**config.mk**
```make
export PLATFORM = sky130hd
export DESIGN_NAME = fucc_top
export DESIGN_NICKNAME = d
export VERILOG_FILES = /design/src/pkg/fucc_pkg.sv /design/src/pkg/fucc_op_if.sv /design/src/hw/fucc_op_timer.sv /design/src/hw/fucc_top.sv
export SDC_FILE = /design/constraint.sdc
export NUM_CORES = 1
export LEC_CHECK = 0
export BUFFER_PORTS_ARGS = -buffer_cell sky130_fd_sc_hd__buf_2
export CORE_AREA = 2 2 213 215
export CTS_BUF_LIST = sky130_fd_sc_hd__clkbuf_4
export CTS_CLUSTER_SIZE = 8
export DETAILED_ROUTE_END_ITERATION = 16
export DIE_AREA = 0 0 215 217
export PLACE_DENSITY = 0.6
export SETUP_SLACK_MARGIN = 0.15
export SLEW_MARGIN = 30
export SYNTH_ARGS = -nofsm -noshare
export SYNTH_HDL_FRONTEND = slang
export SYNTH_HIERARCHICAL = 1
export SYNTH_SLANG_ARGS = --single-unit
```
**constraint.sdc**
```tcl
create_clock -name aclk -period 2.78 [get_ports aclk]
set_clock_uncertainty 0.15 [all_clocks]
set_input_delay 0.417 -clock aclk [delete_from_list [all_inputs] [get_ports aclk]]
set_output_delay 0.417 -clock aclk [all_outputs]
set_load 0.02 [all_outputs]
```
**src/pkg/fucc_pkg.sv**
```systemverilog
// Constants for the flash unlock command controller
package fucc_pkg;
   // Register indices; byte address is four times the index
   localparam logic [13:0] IDX_CMD    = 14'hFF8;
   localparam logic [13:0] IDX_PSEL   = 14'hFF9;
   localparam logic [13:0] IDX_FREQH  = 14'hFFA;
   localparam logic [13:0] IDX_FREQL  = 14'hFFB;
   localparam logic [13:0] IDX_LOT    = 14'hE00;
   localparam int          LOT_BYTES  = 32;
   // Command codes
   localparam logic [7:0]  CMD_UNLK1  = 8'h73;
   localparam logic [7:0]  CMD_UNLK2  = 8'h8C;
   localparam logic [7:0]  CMD_PERASE = 8'h95;
   localparam logic [7:0]  CMD_MERASE = 8'h63;
   localparam logic [7:0]  CMD_SECT   = 8'h5E;
   // Status codes, bits [5:0]
   localparam logic [5:0]  ST_LOCKED  = 6'h00;
   localparam logic [5:0]  ST_FIRST   = 6'h01;
   localparam logic [5:0]  ST_SECOND  = 6'h02;
   localparam logic [5:0]  ST_OPEN    = 6'h03;
   localparam logic [5:0]  ST_SECTSEL = 6'h04;
   localparam logic [5:0]  ST_PROG    = 6'h08;
   localparam logic [5:0]  ST_PERASE  = 6'h10;
   localparam logic [5:0]  ST_MERASE  = 6'h20;
   // Field layout and reset values
   localparam int          PS_INFO_BIT = 7;
   localparam int          PAGE_LSB    = 9;
   localparam logic [7:0]  REG_RST     = 8'h00;
   localparam logic [6:0]  INFO_PAGE   = 7'h7F;
   // Operation times in ms; cycles = freq_khz * ms
   localparam logic [7:0]  PROG_MS     = 8'h01;
   localparam logic [7:0]  PERASE_MS   = 8'h0A;
   localparam logic [7:0]  MERASE_MS   = 8'h0A;
   // AXI responses
   localparam logic [1:0]  RESP_OKAY   = 2'h0;
   localparam logic [1:0]  RESP_SLVERR = 2'h2;
   typedef enum logic [7:0] {
      FS_LOCKED = 8'h01,
      FS_FIRST  = 8'h02,
      FS_SECOND = 8'h04,
      FS_OPEN   = 8'h08,
      FS_SECT   = 8'h10,
      FS_PROG   = 8'h20,
      FS_PERASE = 8'h40,
      FS_MERASE = 8'h80
   } fucc_state_t;
endpackage

```
**src/pkg/fucc_op_if.sv**
```systemverilog
// Handshake between the controller and its operation timer
`timescale 1ns/10ps
interface fucc_op_if;
   logic        start;
   logic [23:0] cycles;
   logic        done;
   logic        busy;
   modport ctrl (output start, output cycles, input done, input busy);
   modport tmr  (input start, input cycles, output done, output busy);
endinterface

```
**src/hw/fucc_op_timer.sv**
```systemverilog
// Operation timer that paces program and erase runs
`timescale 1ns/10ps
module fucc_op_timer (
   input  wire logic aclk,
   input  wire logic aresetn,
   fucc_op_if.tmr    op
);
   logic [23:0] cnt_q;
   logic        busy_q;
   logic        done_q;

   assign op.busy = busy_q;
   assign op.done = done_q;

   // Load on start, count down, one-cycle done at the end
   always_ff @(posedge aclk) begin
      if (!aresetn) begin
         cnt_q  <= 24'h000000;
         busy_q <= 1'b0;
         done_q <= 1'b0;
      end else begin
         done_q <= 1'b0;
         if (op.start && !busy_q) begin
            busy_q <= 1'b1;
            // Zero frequency would never finish; run one cycle
            cnt_q  <= (op.cycles == 24'h000000) ? 24'h000001 : op.cycles;
         end else if (busy_q) begin
            if (cnt_q == 24'h000001) begin
               busy_q <= 1'b0;
               done_q <= 1'b1;
            end else begin
               cnt_q <= cnt_q - 24'h000001;
            end
         end
      end
   end
endmodule

```
**src/hw/fucc_top.sv**
```systemverilog
// Flash unlock command controller with AXI4-Lite registers
// Function
// [RULE_01] Codes 73h then 8Ch advance the unlock state one step each.
// [RULE_02] Page erase starts only on 95h as third command.
// [RULE_03] Mass erase starts only on 63h as third command.
// [RULE_04] 5Eh while unlocked selects sector protect at page-select address.
// [RULE_05] Command write-only, status read-only, one shared address.
// [RULE_06] Status reads 0,1,2,3 for locked, first, second, unlocked.
// [RULE_07] Status reads 000100 while sector protect is selected.
// [RULE_08] Upper status bits 001, 010, 100 for program, page, mass erase.
// [RULE_09] Status bits 7:6 reset to zero and stay zero.
// [RULE_10] Page-select writes go to sector protect only after 5Eh unlocked.
// [RULE_11] Pages are 512 bytes; address bits 15:9 match page field.
// [RULE_12] Info enable maps info area at FE00h to FFFFh.
// [RULE_13] Software keeps unused upper page bits zero on small parts.
// [RULE_14] High and low frequency bytes form the 16-bit timing value.
// [RULE_15] Software avoids program or erase outside 20 kHz to 20 MHz.
// [RULE_16] Information page holds a 32-byte lot identifier.
// [RULE_17] Reset leaves the lot identifier bytes unchanged.
// [RULE_18] Software loads the clock frequency in kHz.
// [RULE_19] Any out-of-sequence command write returns to locked; the code ignores command writes during program and erase runs.
// [RULE_20] After an erase finishes the controller leaves the busy code.
`timescale 1ns/10ps
module fucc_top (
   input  wire logic        aclk,
   input  wire logic        aresetn,
   input  wire logic [15:0] s_axi_awaddr,
   input  wire logic        s_axi_awvalid,
   output logic             s_axi_awready,
   input  wire logic [31:0] s_axi_wdata,
   input  wire logic [3:0]  s_axi_wstrb,
   input  wire logic        s_axi_wvalid,
   output logic             s_axi_wready,
   output logic [1:0]       s_axi_bresp,
   output logic             s_axi_bvalid,
   input  wire logic        s_axi_bready,
   input  wire logic [15:0] s_axi_araddr,
   input  wire logic        s_axi_arvalid,
   output logic             s_axi_arready,
   output logic [31:0]      s_axi_rdata,
   output logic [1:0]       s_axi_rresp,
   output logic             s_axi_rvalid,
   input  wire logic        s_axi_rready,
   input  wire logic        prog_req,
   input  wire logic [15:0] prog_addr,
   output logic             program_active,
   output logic             page_erase_active,
   output logic             mass_erase_active,
   output logic [6:0]       erase_page,
   output logic             page_hit,
   output logic             info_area_sel,
   output logic [15:0]      timing_freq_value,
   output logic [7:0]       sector_protect
);
   fucc_op_if op ();

   fucc_op_timer u_timer (
      .aclk    (aclk),
      .aresetn (aresetn),
      .op      (op)
   );

   fucc_pkg::fucc_state_t state_q;
   fucc_pkg::fucc_state_t state_d;
   logic [15:0] aw_addr_q;
   logic [31:0] w_data_q;
   logic [3:0]  w_strb_q;
   logic        aw_have_q;
   logic        w_have_q;
   logic        awready_q;
   logic        wready_q;
   logic        bvalid_q;
   logic [1:0]  bresp_q;
   logic        arready_q;
   logic        rvalid_q;
   logic [1:0]  rresp_q;
   logic [31:0] rdata_q;
   logic [7:0]  psel_q;
   logic [7:0]  sect_q;
   logic [7:0]  freqh_q;
   logic [7:0]  freql_q;
   logic [7:0]  lot_mem [fucc_pkg::LOT_BYTES];
   logic        op_start_q;
   logic [23:0] op_cycles_q;
   logic [3:0]  flags_q;
   logic        hit_q;
   logic        info_q;
   logic        wr_fire;
   logic [13:0] wr_idx;
   logic [13:0] rd_idx;
   logic        wr_lane;
   logic [7:0]  wr_byte;
   logic        cmd_wr;
   logic        ps_wr;
   logic        start_prog;
   logic        start_pe;
   logic        start_me;

   // Register index from a byte address
   function automatic logic [13:0] reg_idx(input logic [15:0] a);
      return a[15:2];
   endfunction

   // True when an index falls in the lot identifier window
   function automatic logic lot_hit(input logic [13:0] i);
      return i >= fucc_pkg::IDX_LOT &&
             i < fucc_pkg::IDX_LOT + 14'(fucc_pkg::LOT_BYTES);
   endfunction

   // Six-bit status code for each controller state
   function automatic logic [5:0] code_of(input fucc_pkg::fucc_state_t s);
      logic [5:0] c;
      c = fucc_pkg::ST_LOCKED;
      unique case (s)
         fucc_pkg::FS_LOCKED: c = fucc_pkg::ST_LOCKED;
         fucc_pkg::FS_FIRST:  c = fucc_pkg::ST_FIRST;
         fucc_pkg::FS_SECOND: c = fucc_pkg::ST_SECOND;
         fucc_pkg::FS_OPEN:   c = fucc_pkg::ST_OPEN;
         fucc_pkg::FS_SECT:   c = fucc_pkg::ST_SECTSEL;
         fucc_pkg::FS_PROG:   c = fucc_pkg::ST_PROG;
         fucc_pkg::FS_PERASE: c = fucc_pkg::ST_PERASE;
         fucc_pkg::FS_MERASE: c = fucc_pkg::ST_MERASE;
         default:             c = fucc_pkg::ST_LOCKED;
      endcase
      return c;
   endfunction

   assign s_axi_awready     = awready_q;
   assign s_axi_wready      = wready_q;
   assign s_axi_bvalid      = bvalid_q;
   assign s_axi_bresp       = bresp_q;
   assign s_axi_arready     = arready_q;
   assign s_axi_rvalid      = rvalid_q;
   assign s_axi_rresp       = rresp_q;
   assign s_axi_rdata       = rdata_q;
   assign program_active    = flags_q[0];
   assign page_erase_active = flags_q[1];
   assign mass_erase_active = flags_q[2];
   assign erase_page        = psel_q[6:0];
   assign page_hit          = hit_q;
   assign info_area_sel     = info_q;
   assign timing_freq_value = {freqh_q, freql_q}; // [RULE_14]
   assign sector_protect    = sect_q;

   // Write decode; byte lane 0 carries the 8-bit registers
   assign wr_fire = aw_have_q && w_have_q && !bvalid_q;
   assign wr_idx  = reg_idx(aw_addr_q);
   assign rd_idx  = reg_idx(s_axi_araddr);
   assign wr_lane = wr_fire && w_strb_q[0];
   assign wr_byte = w_data_q[7:0];
   assign cmd_wr  = wr_lane && wr_idx == fucc_pkg::IDX_CMD; // [RULE_05]
   assign ps_wr   = wr_lane && wr_idx == fucc_pkg::IDX_PSEL;

   // Operation starts, each only from its proper state
   assign start_pe = state_q == fucc_pkg::FS_SECOND && cmd_wr &&
                     wr_byte == fucc_pkg::CMD_PERASE; // [RULE_02]
   assign start_me = state_q == fucc_pkg::FS_SECOND && cmd_wr &&
                     wr_byte == fucc_pkg::CMD_MERASE; // [RULE_03]
   assign start_prog = state_q == fucc_pkg::FS_OPEN && prog_req && !cmd_wr;

   // AXI write address and data, taken in either order
   always_ff @(posedge aclk) begin
      if (!aresetn) begin
         aw_have_q <= 1'b0;
         w_have_q  <= 1'b0;
         awready_q <= 1'b1;
         wready_q  <= 1'b1;
         aw_addr_q <= 16'h0000;
         w_data_q  <= 32'h00000000;
         w_strb_q  <= 4'h0;
      end else begin
         if (s_axi_awvalid && awready_q) begin
            aw_have_q <= 1'b1;
            awready_q <= 1'b0;
            aw_addr_q <= s_axi_awaddr;
         end
         if (s_axi_wvalid && wready_q) begin
            w_have_q <= 1'b1;
            wready_q <= 1'b0;
            w_data_q <= s_axi_wdata;
            w_strb_q <= s_axi_wstrb;
         end
         if (wr_fire) begin
            aw_have_q <= 1'b0;
            w_have_q  <= 1'b0;
         end
         // Reopen only after the response is taken; one write at a time
         if (bvalid_q && s_axi_bready) begin
            awready_q <= 1'b1;
            wready_q  <= 1'b1;
         end
      end
   end

   // Write response; unmapped indices answer SLVERR
   always_ff @(posedge aclk) begin
      if (!aresetn) begin
         bvalid_q <= 1'b0;
         bresp_q  <= fucc_pkg::RESP_OKAY;
      end else if (wr_fire) begin
         bvalid_q <= 1'b1;
         bresp_q  <= (wr_idx >= fucc_pkg::IDX_CMD &&
                      wr_idx <= fucc_pkg::IDX_FREQL) || lot_hit(wr_idx) ?
                     fucc_pkg::RESP_OKAY : fucc_pkg::RESP_SLVERR;
      end else if (s_axi_bready) begin
         bvalid_q <= 1'b0;
      end
   end

   // Read channel; status readable any time, reserved bits zero
   always_ff @(posedge aclk) begin
      if (!aresetn) begin
         arready_q <= 1'b1;
         rvalid_q  <= 1'b0;
         rresp_q   <= fucc_pkg::RESP_OKAY;
         rdata_q   <= 32'h00000000;
      end else if (s_axi_arvalid && arready_q) begin
         arready_q <= 1'b0;
         rvalid_q  <= 1'b1;
         rresp_q   <= fucc_pkg::RESP_OKAY;
         rdata_q   <= 32'h00000000;
         if (rd_idx == fucc_pkg::IDX_CMD) begin
            rdata_q[7:0] <= {2'b00, code_of(state_q)}; // [RULE_05] [RULE_09]
         end else if (rd_idx == fucc_pkg::IDX_PSEL) begin
            rdata_q[7:0] <= state_q == fucc_pkg::FS_SECT ? sect_q : psel_q;
         end else if (rd_idx == fucc_pkg::IDX_FREQH) begin
            rdata_q[7:0] <= freqh_q;
         end else if (rd_idx == fucc_pkg::IDX_FREQL) begin
            rdata_q[7:0] <= freql_q;
         end else if (lot_hit(rd_idx)) begin
            rdata_q[7:0] <= lot_mem[rd_idx[4:0]]; // [RULE_16]
         end else begin
            rresp_q <= fucc_pkg::RESP_SLVERR;
         end
      end else if (rvalid_q && s_axi_rready) begin
         rvalid_q  <= 1'b0;
         arready_q <= 1'b1;
      end
   end

   // Unlock sequence and operation state
   always_comb begin
      state_d = state_q;
      unique case (state_q)
         fucc_pkg::FS_LOCKED: begin
            if (cmd_wr && wr_byte == fucc_pkg::CMD_UNLK1)
               state_d = fucc_pkg::FS_FIRST; // [RULE_01]
         end
         fucc_pkg::FS_FIRST: begin
            if (cmd_wr && wr_byte == fucc_pkg::CMD_UNLK2)
               state_d = fucc_pkg::FS_SECOND; // [RULE_01]
            else if (cmd_wr)
               state_d = fucc_pkg::FS_LOCKED; // [RULE_19]
         end
         fucc_pkg::FS_SECOND: begin
            if (start_pe)
               state_d = fucc_pkg::FS_PERASE; // [RULE_02]
            else if (start_me)
               state_d = fucc_pkg::FS_MERASE; // [RULE_03]
            else if (cmd_wr)
               state_d = fucc_pkg::FS_LOCKED; // [RULE_19]
            else if (ps_wr)
               state_d = fucc_pkg::FS_OPEN; // Page select completes unlock
         end
         fucc_pkg::FS_OPEN: begin
            if (cmd_wr && wr_byte == fucc_pkg::CMD_SECT)
               state_d = fucc_pkg::FS_SECT; // [RULE_04]
            else if (cmd_wr)
               state_d = fucc_pkg::FS_LOCKED; // [RULE_19]
            else if (start_prog)
               state_d = fucc_pkg::FS_PROG;
         end
         fucc_pkg::FS_SECT: begin
            if (cmd_wr && wr_byte != fucc_pkg::CMD_SECT)
               state_d = fucc_pkg::FS_LOCKED; // [RULE_19]
         end
         fucc_pkg::FS_PROG: begin
            if (op.done)
               state_d = fucc_pkg::FS_OPEN;
         end
         fucc_pkg::FS_PERASE, fucc_pkg::FS_MERASE: begin
            // Commands are ignored while busy
            if (op.done)
               state_d = fucc_pkg::FS_LOCKED; // [RULE_20]
         end
         default: state_d = fucc_pkg::FS_LOCKED;
      endcase
   end

   // State and the activity flags that follow it
   always_ff @(posedge aclk) begin
      if (!aresetn) begin
         state_q <= fucc_pkg::FS_LOCKED;
         flags_q <= 4'h0;
      end else begin
         state_q <= state_d;
         flags_q <= {1'b0,
                     state_d == fucc_pkg::FS_MERASE,
                     state_d == fucc_pkg::FS_PERASE,
                     state_d == fucc_pkg::FS_PROG}; // [RULE_08]
      end
   end

   // Timer launch; duration scales with the kHz value [RULE_14]
   always_ff @(posedge aclk) begin
      if (!aresetn) begin
         op_start_q  <= 1'b0;
         op_cycles_q <= 24'h000000;
      end else begin
         op_start_q <= start_pe || start_me || start_prog;
         if (start_pe)
            op_cycles_q <= {freqh_q, freql_q} * fucc_pkg::PERASE_MS;
         else if (start_me)
            op_cycles_q <= {freqh_q, freql_q} * fucc_pkg::MERASE_MS;
         else if (start_prog)
            op_cycles_q <= {freqh_q, freql_q} * fucc_pkg::PROG_MS;
      end
   end

   assign op.start  = op_start_q;
   assign op.cycles = op_cycles_q;

   // Page select or sector protect, by unlock state
   always_ff @(posedge aclk) begin
      if (!aresetn) begin
         psel_q <= fucc_pkg::REG_RST;
         sect_q <= fucc_pkg::REG_RST;
      end else if (ps_wr) begin
         if (state_q == fucc_pkg::FS_SECT)
            sect_q <= wr_byte; // [RULE_04] [RULE_10]
         else
            psel_q <= wr_byte; // [RULE_10]
      end
   end

   // Frequency bytes
   always_ff @(posedge aclk) begin
      if (!aresetn) begin
         freqh_q <= fucc_pkg::REG_RST;
         freql_q <= fucc_pkg::REG_RST;
      end else begin
         if (wr_lane && wr_idx == fucc_pkg::IDX_FREQH)
            freqh_q <= wr_byte; // [RULE_14]
         if (wr_lane && wr_idx == fucc_pkg::IDX_FREQL)
            freql_q <= wr_byte;
      end
   end

   // Lot identifier store; no reset so the bytes survive it
   always_ff @(posedge aclk) begin
      if (wr_lane && lot_hit(wr_idx))
         lot_mem[wr_idx[4:0]] <= wr_byte; // [RULE_16] [RULE_17]
   end

   // Address decode toward the array
   always_ff @(posedge aclk) begin
      if (!aresetn) begin
         hit_q  <= 1'b0;
         info_q <= 1'b0;
      end else begin
         hit_q  <= prog_addr[15:fucc_pkg::PAGE_LSB] ==
                   psel_q[6:0]; // [RULE_11]
         info_q <= psel_q[fucc_pkg::PS_INFO_BIT] && // [RULE_12]
                   prog_addr[15:fucc_pkg::PAGE_LSB] == fucc_pkg::INFO_PAGE;
      end
   end
endmodule

```
Yosys cells after proc, flatten, opt, wreduce, memory -nomap -nowiden:

Memories as Yosys holds them, arrays and structs flattened.
Index checks and enable logic that the tools add are counted.

* logic and storage cells: 160
* memory bits (writable): 256
* register bits after elaboration: 136
* memories: 1
* input bits: 92
* output and inout port bits: 77

* add/subtract/negate cells: 1
* bitwise gates (word level): 3
* eq/ne operators: 29
* $mul: 1
* magnitude comparators: 6
* reductions and logical operators: 46
* multiplexer cells: 46

Memory list
* lot_mem: depth 32, width 8, rd ports 1, clocked after Yosys merged registers in 0, write ports 1, line fucc_top.sv:82 `logic [7:0] lot_mem [fucc_pkg::LOT_BYTES];`

Operator list (number)
* $mux 8: 19
* $eq 14x12->1 const B: 8
* $mux 20: 4
* $mux 24: 3
* $pmux 8 s7: 1
* $ge 14x12->1 const B: 3
* $pmux 6 s7: 1
* $eq 8x7->1 const B: 5
* $eq 8x8->1 const B: 4
* $lt 14x12->1 const B: 2
* $logic_and 1x1->1: 27
* $eq 24x1->1 const B: 1
* $logic_not 24->1: 1
* $sub 24x1->24 const B: 1
* $mul 16x3->19 const B: 1
* $eq 8x6->1 const B: 2
* $le 14x12->1 const B: 1
* $mux 1: 12
* $mux 2: 6
* $eq 8x1->1 const B: 1
* $eq 8x2->1 const B: 1
* $eq 8x3->1 const B: 1
* $eq 8x4->1 const B: 1
* $eq 8x5->1 const B: 1
* 12 further kinds: 25

Depth between registers and ports, before layout:

Gate-level depths: netlist (run 1).

* depth after elaboration: 11
* depth in mapped cells: 10
* mapped depth without buffers: 10

Hierarchy:

The synthesis (run 1) kept the hierarchy.

By module, submodules not included
* fucc_top: cells an instance 1112, times used 1, seq. area each 9809.4 um2, area an instance 15900.2 um2
* fucc_op_timer: cells an instance 202, times used 1, seq. area each 520.5 um2, area an instance 1641.6 um2

Least setup slack after synthesis (run 1):

Ideal clock, no wire load.

* kind: register to register
* from: register bvalid_q, in the netlist s_axi_bvalid
* to: memory lot_mem[0][0] (enable)
* library setup time: 0.383 ns
* arrival time: 2.300 ns
* cell stages (with the launch flop): 7
* path buffers: 0
* clock period less this slack: 2.834 ns
* setup slack: -0.054 ns
* data required time: 2.247 ns
* cells stage by stage: dfxtp_1 -> nand3b_1 -> nor4b_4 -> and2_1 -> nand2b_1 -> or3_1 -> nor3_1

* cells in the longest elaborated chain, start to end: 6

RTL lines
* start: declaration: line fucc_top.sv:72 `logic bvalid_q;`
* start signal: assignment: line fucc_top.sv:198 `bvalid_q <= 1'b0;`
* start signal: assignment: line fucc_top.sv:201 `bvalid_q <= 1'b1;`
* start signal: assignment: line fucc_top.sv:206 `bvalid_q <= 1'b0;`
* $logic_not 1->1: line fucc_top.sv:146 `assign wr_fire = aw_have_q && w_have_q && !bvalid_q;`
* $logic_and 1x1->1: line fucc_top.sv:146
* $logic_and 1x1->1: line fucc_top.sv:149 `assign wr_lane = wr_fire && w_strb_q[0];`
* $logic_and 1x1->1: line fucc_top.sv:351 `if (wr_lane && lot_hit(wr_idx))`
* $mux 1: line fucc_top.sv:351
* $mux 1 (not written as such): line fucc_top.sv:352 `lot_mem[wr_idx[4:0]] <= wr_byte;`
* end: declaration: line fucc_top.sv:82

No other way between the ends.

Final worst setup path (run 1):

* from: register freql_q[3]
* to: register op_cycles_q[17], in the netlist op.cycles[17]

* cells in the longest elaborated chain, start to end: 3

RTL lines
* start: declaration: line fucc_top.sv:81 `logic [7:0] freql_q;`
* start signal: assignment: line fucc_top.sv:340 `freql_q <= fucc_pkg::REG_RST;`
* start signal: assignment: line fucc_top.sv:345 `freql_q <= wr_byte;`
* $mul 16x3->19 (*): line fucc_top.sv:312, fucc_top.sv:314
* $mux 20: line fucc_top.sv:313 `else if (start_me)`
* $mux 20 (*): line fucc_top.sv:311 `if (start_pe)`
* end signal: assignment: line fucc_top.sv:312 `op_cycles_q <= {freqh_q, freql_q} * fucc_pkg::PERASE_MS;`
* end signal: assignment: line fucc_top.sv:314 `op_cycles_q <= {freqh_q, freql_q} * fucc_pkg::MERASE_MS;`
* end signal: assignment: line fucc_top.sv:316 `op_cycles_q <= {freqh_q, freql_q} * fucc_pkg::PROG_MS;`
* end: declaration: line fucc_top.sv:84 `logic [23:0] op_cycles_q;`

Every way passes the cells marked *; elsewhere a longest branch is shown, timed or not.
A chain may end at the register's enable or synchronous reset.

==> results_dict.tcl, run 1 <==
set metrics [dict create \
    critPathMaxFanout 5 \
    cts_root_buffer "clkbuf_4" \
    synth.distinct_cells 82 \
    first_iter_violations 921 \
    drc 0 \
    max_stage_delay_ns 0.35 \
    areaGrowthSynthToFinish_pct 21.8 \
    power_mw 11.8 \
    avgSynthCellArea_um2 13.3 \
    cts_tree "yes" \
    status "finished, final reports clean" \
    clk_transition_reported_paths_ns 0.06 \
    slew_viol_final 0 \
    cts_buffers 102 \
    synth_edf_count 256 \
    crit_type "reg2reg" \
    power_density_nw_per_um2 553 \
    cp_cell_sequence "buf_4 -> ha_1 -> ha_4 -> inv_1 -> o21ai_2 -> a21oi_1 -> buf_4 -> o211a_1 -> nand4b_1 -> a211o_1 -> a21boi_1" \
    hold_class "in2reg" \
    synth_ff_type "edfxtp_1" \
    grt_max_degree 120 \
    grt_pass1_vias 12100 \
    maxCapViolations 0 \
    final_antenna_net_count 0 \
    clockPowerShare_pct 41.5 \
    synth-seq-cells 388 \
    grt_usage_pct 19.7 \
    cpMostUsedCell "buf_4" \
    mostFrequentLayoutCell "edfxtp_1" \
    max_clock_freq_mhz 390 \
    period_needed_ns 2.57 \
    wirelength_um 45700 \
    die_w_um 215 \
    crit_path_end_kind "flip-flop" \
    start_util_pct 39.2 \
    clock_latency_ns 0.84 \
    grt_pass1_wl_um 70400 \
    power_frac_comb_pct 6.0 \
    peakVddDrop_uv 287 \
    firstDrtPassIters 5 \
    finalHoldViolCount 0 \
    finalNetCount 1756 \
    synth_cells 1314 \
    num-fill-cells 4089 \
    die-area_um2 46700 \
    worstSetupStartpointType "flip-flop" \
    path_delay_family "compound AO/OA/AOI/OAI gates" \
    most-common-layout-cells "edfxtp_1 (256), clkbuf_4 (147), dfxtp_1 (129)" \
    worst-path-buf-inv 3 \
    power_switching_mw 2.81 \
    vias 12200 \
    worst_ep_required_time_ns 3.40 \
    synth-seq-area-share_pct 58.9 \
    h-tree-depth 3 \
    via_per_inst 5.25 \
    tightest_slew_ns 0.777 \
    synthesis.area_um2 17500 \
    grt_overflow_total 0 \
    slowest_stage "ha_1" \
    setup-violations-final 0 \
    rsz0062_at_grt "yes" \
    relSlewSlack_pct 48.0 \
    finalCritPeriodShare_pct 92.3 \
    clockBufferDepth 3 \
    drive_gt1_share_pct 29.6 \
    crit_arrival_ns 3.19 \
    place_ws_ns -0.103 \
    io_pins 169 \
    fin_hold_ws_ns 0.104 \
    gp_congestion 0.860 \
    p_seq_share_pct 52.5 \
    rows 78 \
    antenna_found_initial 1 \
    dp_hpwl_um 31200 \
    portBuffers 102 \
    p_int_mw 9.01 \
    cts.sinks 388 \
    p_leak_nw 8.23 \
    setup_ws_ns 0.213 \
    fp.dieH_um 217 \
    coreArea_um2 44700 \
    switching_share_pct 23.8 \
    synth-async-reset-ratio_pct 0 \
    yosysWarnings 6 \
    wl_per_cell_um 19.7 \
]
## cells by family (layout without fill, tap and decap cells)
kind of cell               Yosys count  count (layout)  share of synthesized area (%)
AOI/OAI and AO/OA                  209             209                           8.29
and+or+nand+nor                    405             405                           11.9
buffers and inverters              113             478                           3.41
muxes                              141             141                           13.9
xor gates and xnor gates            26              26                           1.30
adders and majority gates           31              31                           2.25
DFF                                388             388                           58.9
other                                1              38                         0.0214
## worst paths after layout
kind                                 startpoint              to  slack [ns]  cells after the start
worst max-delay path                 freql_q[3]   op.cycles[17]        0.21                     11
worst min-delay path            s_axi_araddr[8]  s_axi_rdata[3]        0.10                      6
worst max register to register       freql_q[3]   op.cycles[17]        0.21                     11
worst min register to register   s_axi_rresp[1]  s_axi_rresp[1]        0.30                      2
## power groups by stage
stage / logic, mW / registers (mW) / clock network (mW)
6_report: 0.712 / 6.20 / 4.90
3_3_place_gp: 0.652 / 6.33 / 0
5_1_grt: 0.764 / 6.20 / 5.36
2_1_floorplan: 0.382 / 6.37 / 0
3_5_place_dp: 0.664 / 6.33 / 0
4_1_cts: 0.715 / 6.20 / 5.04
## cell usage after synthesis, types with 4 or more instances
master / number / share of area, %
edfxtp_1: 256 / 44
dfxtp_1: 132 / 15
nand2_1: 118 / 2.5
nor2_1: 87 / 1.9
mux4_2: 81 / 10
mux2i_1: 49 / 2.8
a21oi_1: 47 / 1.3
clkbuf_1: 44 / 0.94
nor2b_1: 44 / 1.6
buf_4: 36 / 1.5
a21boi_1: 34 / 1.5
ha_1: 30 / 2.1
nor3_1: 30 / 0.86
o21ai_0: 25 / 0.71
nand3_1: 23 / 0.66
xnor2_1: 19 / 0.95
nor4_1: 18 / 0.64
o211a_1: 17 / 0.97
inv_1: 15 / 0.32
nand4_1: 15 / 0.53
nand2b_1: 14 / 0.50
o21ai_1: 12 / 0.34
buf_2: 11 / 0.31
a211oi_1: 10 / 0.43
nand3b_1: 10 / 0.43
mux2_2: 9 / 0.58
o211ai_1: 9 / 0.39
xor2_1: 7 / 0.35
a31oi_1: 6 / 0.21
and2_1: 6 / 0.21
nand4b_1: 6 / 0.30
o31ai_1: 5 / 0.21
a32o_1: 4 / 0.23
and3_1: 4 / 0.14
o21a_1: 4 / 0.17
or3_1: 4 / 0.14
## repair_timing
item	4_1_cts	5_1_grt
setup buffers	0	3
pin swaps	0	5
hold buffers	50	0
hold endpoints to repair	77	0
resized for setup	2	16
setup endpoints to repair	20	52
## stage by stage
step	cells	utilization [%]	TNS (ns)	instance area, µm²
6_report	2316	47.8	0	21400
5_1_grt	2314	47.8	0	21400
4_1_cts	2309	47.6	0	21300
3_5_place_dp	2076	43.5	-0.344	19500
3_3_place_gp	2076	43.5	-0.343	19500
2_1_floorplan	1347	-	0	17700
## state kept, by name, summed over array words and instances (netlist names), 3 cells and up
name	cells
aw_addr_q	14
flags_q	3
freqh_q	8
freql_q	8
lot_mem	256
op.cycles	20
psel_q	8
s_axi_rdata	8
sector_protect	8
state_q	8
u_timer/cnt_q	24
w_data_q	8
## worst register-to-register path, delay by kind of cell, from the launching register on
family / cells / cell delay [ns]
compound gates: 5 / 0.89
fa+ha+maj: 2 / 0.66
buf+inv: 3 / 0.37
flops: 1 / 0.31
simple gates: 1 / 0.18
## per-layer routing
metal	GRT usage (%)	wire length, µm
met1	26.7	20500
met2	30.7	21300
met3	5.46	2950
met4	6.69	1020
met5	0	0
## area by class of cell
type / instances / area [µm²] / share of cell area [%]
Antenna cell: 4 / 10.0 / 0.0469
Clock buffer: 147 / 1100 / 5.17
Clock inverter: 36 / 184 / 0.861
Inverter: 17 / 66.3 / 0.310
Multi-Input combinational cell: 846 / 6830 / 32.0
Sequential cell: 388 / 10300 / 48.4
Tap cell: 600 / 751 / 3.51
Timing Repair Buffer: 278 / 2080 / 9.73
(Power assumes the default switching activity.)
==> run 2, diff against run 1 <==
--- a/config.mk
+++ b/config.mk
@@ -12,5 +12,5 @@
 export DETAILED_ROUTE_END_ITERATION = 16
 export DIE_AREA = 0 0 215 217
-export PLACE_DENSITY = 0.6
+export PLACE_DENSITY = 0.58
 export SETUP_SLACK_MARGIN = 0.15
 export SLEW_MARGIN = 30
==> constraint.sdc (replaced) <==
create_clock -name aclk -period 2.4 [get_ports aclk]
set_clock_uncertainty 0.15 [all_clocks]
set_input_delay 0.48 -clock aclk [delete_from_list [all_inputs] [get_ports aclk]]
set_output_delay 0.48 -clock aclk [all_outputs]
set_load 0.02 [all_outputs]
==> results_dict.tcl, run 2 (synthesized netlist as in run 1, its figures left out) <==
set metrics [dict create \
    worst-path-buf-inv 0 \
    setup_ws_ns -0.0979 \
    worst_ep_required_time_ns 2.97 \
    most-common-layout-cells "edfxtp_1 (256), clkbuf_4 (146), buf_4 (130)" \
    maxCapViolations 0 \
    num-fill-cells 3812 \
    final_antenna_net_count 0 \
    peakVddDrop_uv 331 \
    gp_congestion 0.864 \
    violations "negative setup slack" \
    fp.dieH_um 217 \
    portBuffers 102 \
    areaGrowthSynthToFinish_pct 35.0 \
    p_int_mw 10.4 \
    grt_pass1_wl_um 76200 \
    hold_class "in2reg" \
    grt_pass1_vias 12800 \
    crit_arrival_ns 3.07 \
    firstDrtPassIters 5 \
    fin_hold_ws_ns 0.122 \
    clk_transition_reported_paths_ns 0.07 \
    h-tree-depth 3 \
    slew_viol_final 0 \
    antenna_found_initial 3 \
    rows 78 \
    start_util_pct 39.2 \
    switching_share_pct 23.9 \
    die-area_um2 46700 \
    multi_input_area_um2 7760 \
    drc 0 \
    rsz0062_at_grt "yes" \
    dp_cells 2117 \
    finalHoldViolCount 0 \
    p_leak_nw 8.98 \
    dp_hpwl_um 34000 \
    clock_latency_ns 0.83 \
    finalNetCount 1833 \
    io_pins 169 \
    cpMostUsedCell "ha_4" \
    tightest_slew_ns 0.925 \
    wl_per_cell_um 21.4 \
    post-route-util_pct 53.0 \
    wirelength_um 51200 \
    coreArea_um2 44700 \
    die_w_um 215 \
    slowest_stage "fa_2" \
    grt_usage_pct 21.6 \
    power_frac_comb_pct 6.1 \
    max_stage_delay_ns 0.39 \
    period_needed_ns 2.50 \
    critPathMaxFanout 4 \
    largest_register_ffs 256 \
    power_switching_mw 3.28 \
    cts_tree "yes" \
    clockBufferDepth 3 \
    relSlewSlack_pct 38.1 \
    mostFrequentLayoutCell "edfxtp_1" \
    cp_cell_sequence "ha_4 -> ha_4 -> fa_2 -> a211oi_4 -> o21ai_2 -> a21oi_2 -> o31ai_1 -> xnor2_1 -> nor2_1 -> o21a_1" \
    via_per_inst 5.34 \
    crit_type "reg2reg" \
    p_seq_share_pct 52.4 \
    cts_buffers 99 \
    first_iter_violations 1027 \
    cts.sinks 388 \
    grt_overflow_total 0 \
    finalCritPeriodShare_pct 104 \
    worstSetupStartpointType "flip-flop" \
    power_density_nw_per_um2 578 \
    grt_max_degree 68 \
    vias 12800 \
    path_delay_family "compound AO/OA/AOI/OAI gates" \
    status "complete, but fails checks" \
    setup-violations-final 54 \
    crit_path_end_kind "flip-flop" \
    drive_gt1_share_pct 41.8 \
    max_clock_freq_mhz 400 \
    cts_root_buffer "clkbuf_4" \
    clockPowerShare_pct 41.5 \
    final_cells 2394 \
    seqCellArea_um2 10400 \
]
## run 2: changes by cell type in the layout (fill, tap and decap cells not counted), moves of 8 or more
cell,change
nor4_1,-8
dlygate4sd3_1,-11
nand2_1,-15
dfxtp_2,+15
nor2_1,-34
buf_6,+31
dfxtp_4,+9
dfxtp_1,-24
nor2_4,+29
buf_12,+36
buf_4,+12
## run 2: timing repair
| item | in CTS | in global routing |
|---|---|---|
| buffers inserted | 24 | 18 |
| pin swaps | 34 | 62 |
| hold endpoints to repair | 60 | 0 |
| hold buffers | 39 | 0 |
| gates cloned | 6 | 5 |
| endpoints found under the setup margin | 319 | 345 |
| gates resized for setup | 86 | 121 |
## run 2: layout make-up
cell class | count | area share (%)
inverter | 17 | 0.280
tap | 600 | 3.17
multi-input combinational | 846 | 32.8
antenna | 3 | 0.0317
sequential | 388 | 43.9
clock buffer | 146 | 4.63
timing repair buffer | 358 | 14.5
clock inverter | 36 | 0.782
## run 2: routing by layer
layer	GRT usage (%)	wire length (µm)
met3	4.46	2890
met5	0	0
met4	8.14	1300
met1	29.6	22700
met2	34.1	24300
## run 2: path summary, 6_finish.rpt
kind | from | endpoint | slack (ns) | cells past startpoint
worst max-delay path | freql_q[3] | op.cycles[18] | -0.1 | 10
worst min-delay path | s_axi_araddr[15] | s_axi_rdata[7] | 0.12 | 5
worst max register to register | freql_q[3] | op.cycles[18] | -0.1 | 10
worst min register to register | s_axi_rresp[1] | s_axi_rresp[1] | 0.30 | 2
## run 2: per-stage QoR
step                instance area (µm²)  setup WS (ns)  TNS [ns]  power [mW]
detailed placement                20500         -0.393     -3.93        8.08
global route                      23700         -0.213    -17.71        14.3
finish                            23700        -0.0979     -1.34        13.7
CTS                               22800         -0.113     -4.00        13.8
floorplan                         18100         -0.128     -4.53        7.83
global placement                  20500         -0.384     -3.13        8.07
## run 2: power groups by stage
stage	logic (mW)	clock network [mW]	registers, mW
2_1_floorplan	0.463	0	7.37
3_3_place_gp	0.746	0	7.32
3_5_place_dp	0.759	0	7.32
4_1_cts	0.814	5.83	7.17
5_1_grt	0.889	6.21	7.17
6_report	0.830	5.68	7.17
## run 2: worst register-to-register path, stage by stage, from the launching register on
cell and delay [ns]:
dfxtp_4 0.37, ha_4 0.24, ha_4 0.16, fa_2 0.39, a211oi_4 0.26, o21ai_2 0.12
a21oi_2 0.15, o31ai_1 0.11, xnor2_1 0.21, nor2_1 0.06, o21a_1 0.16
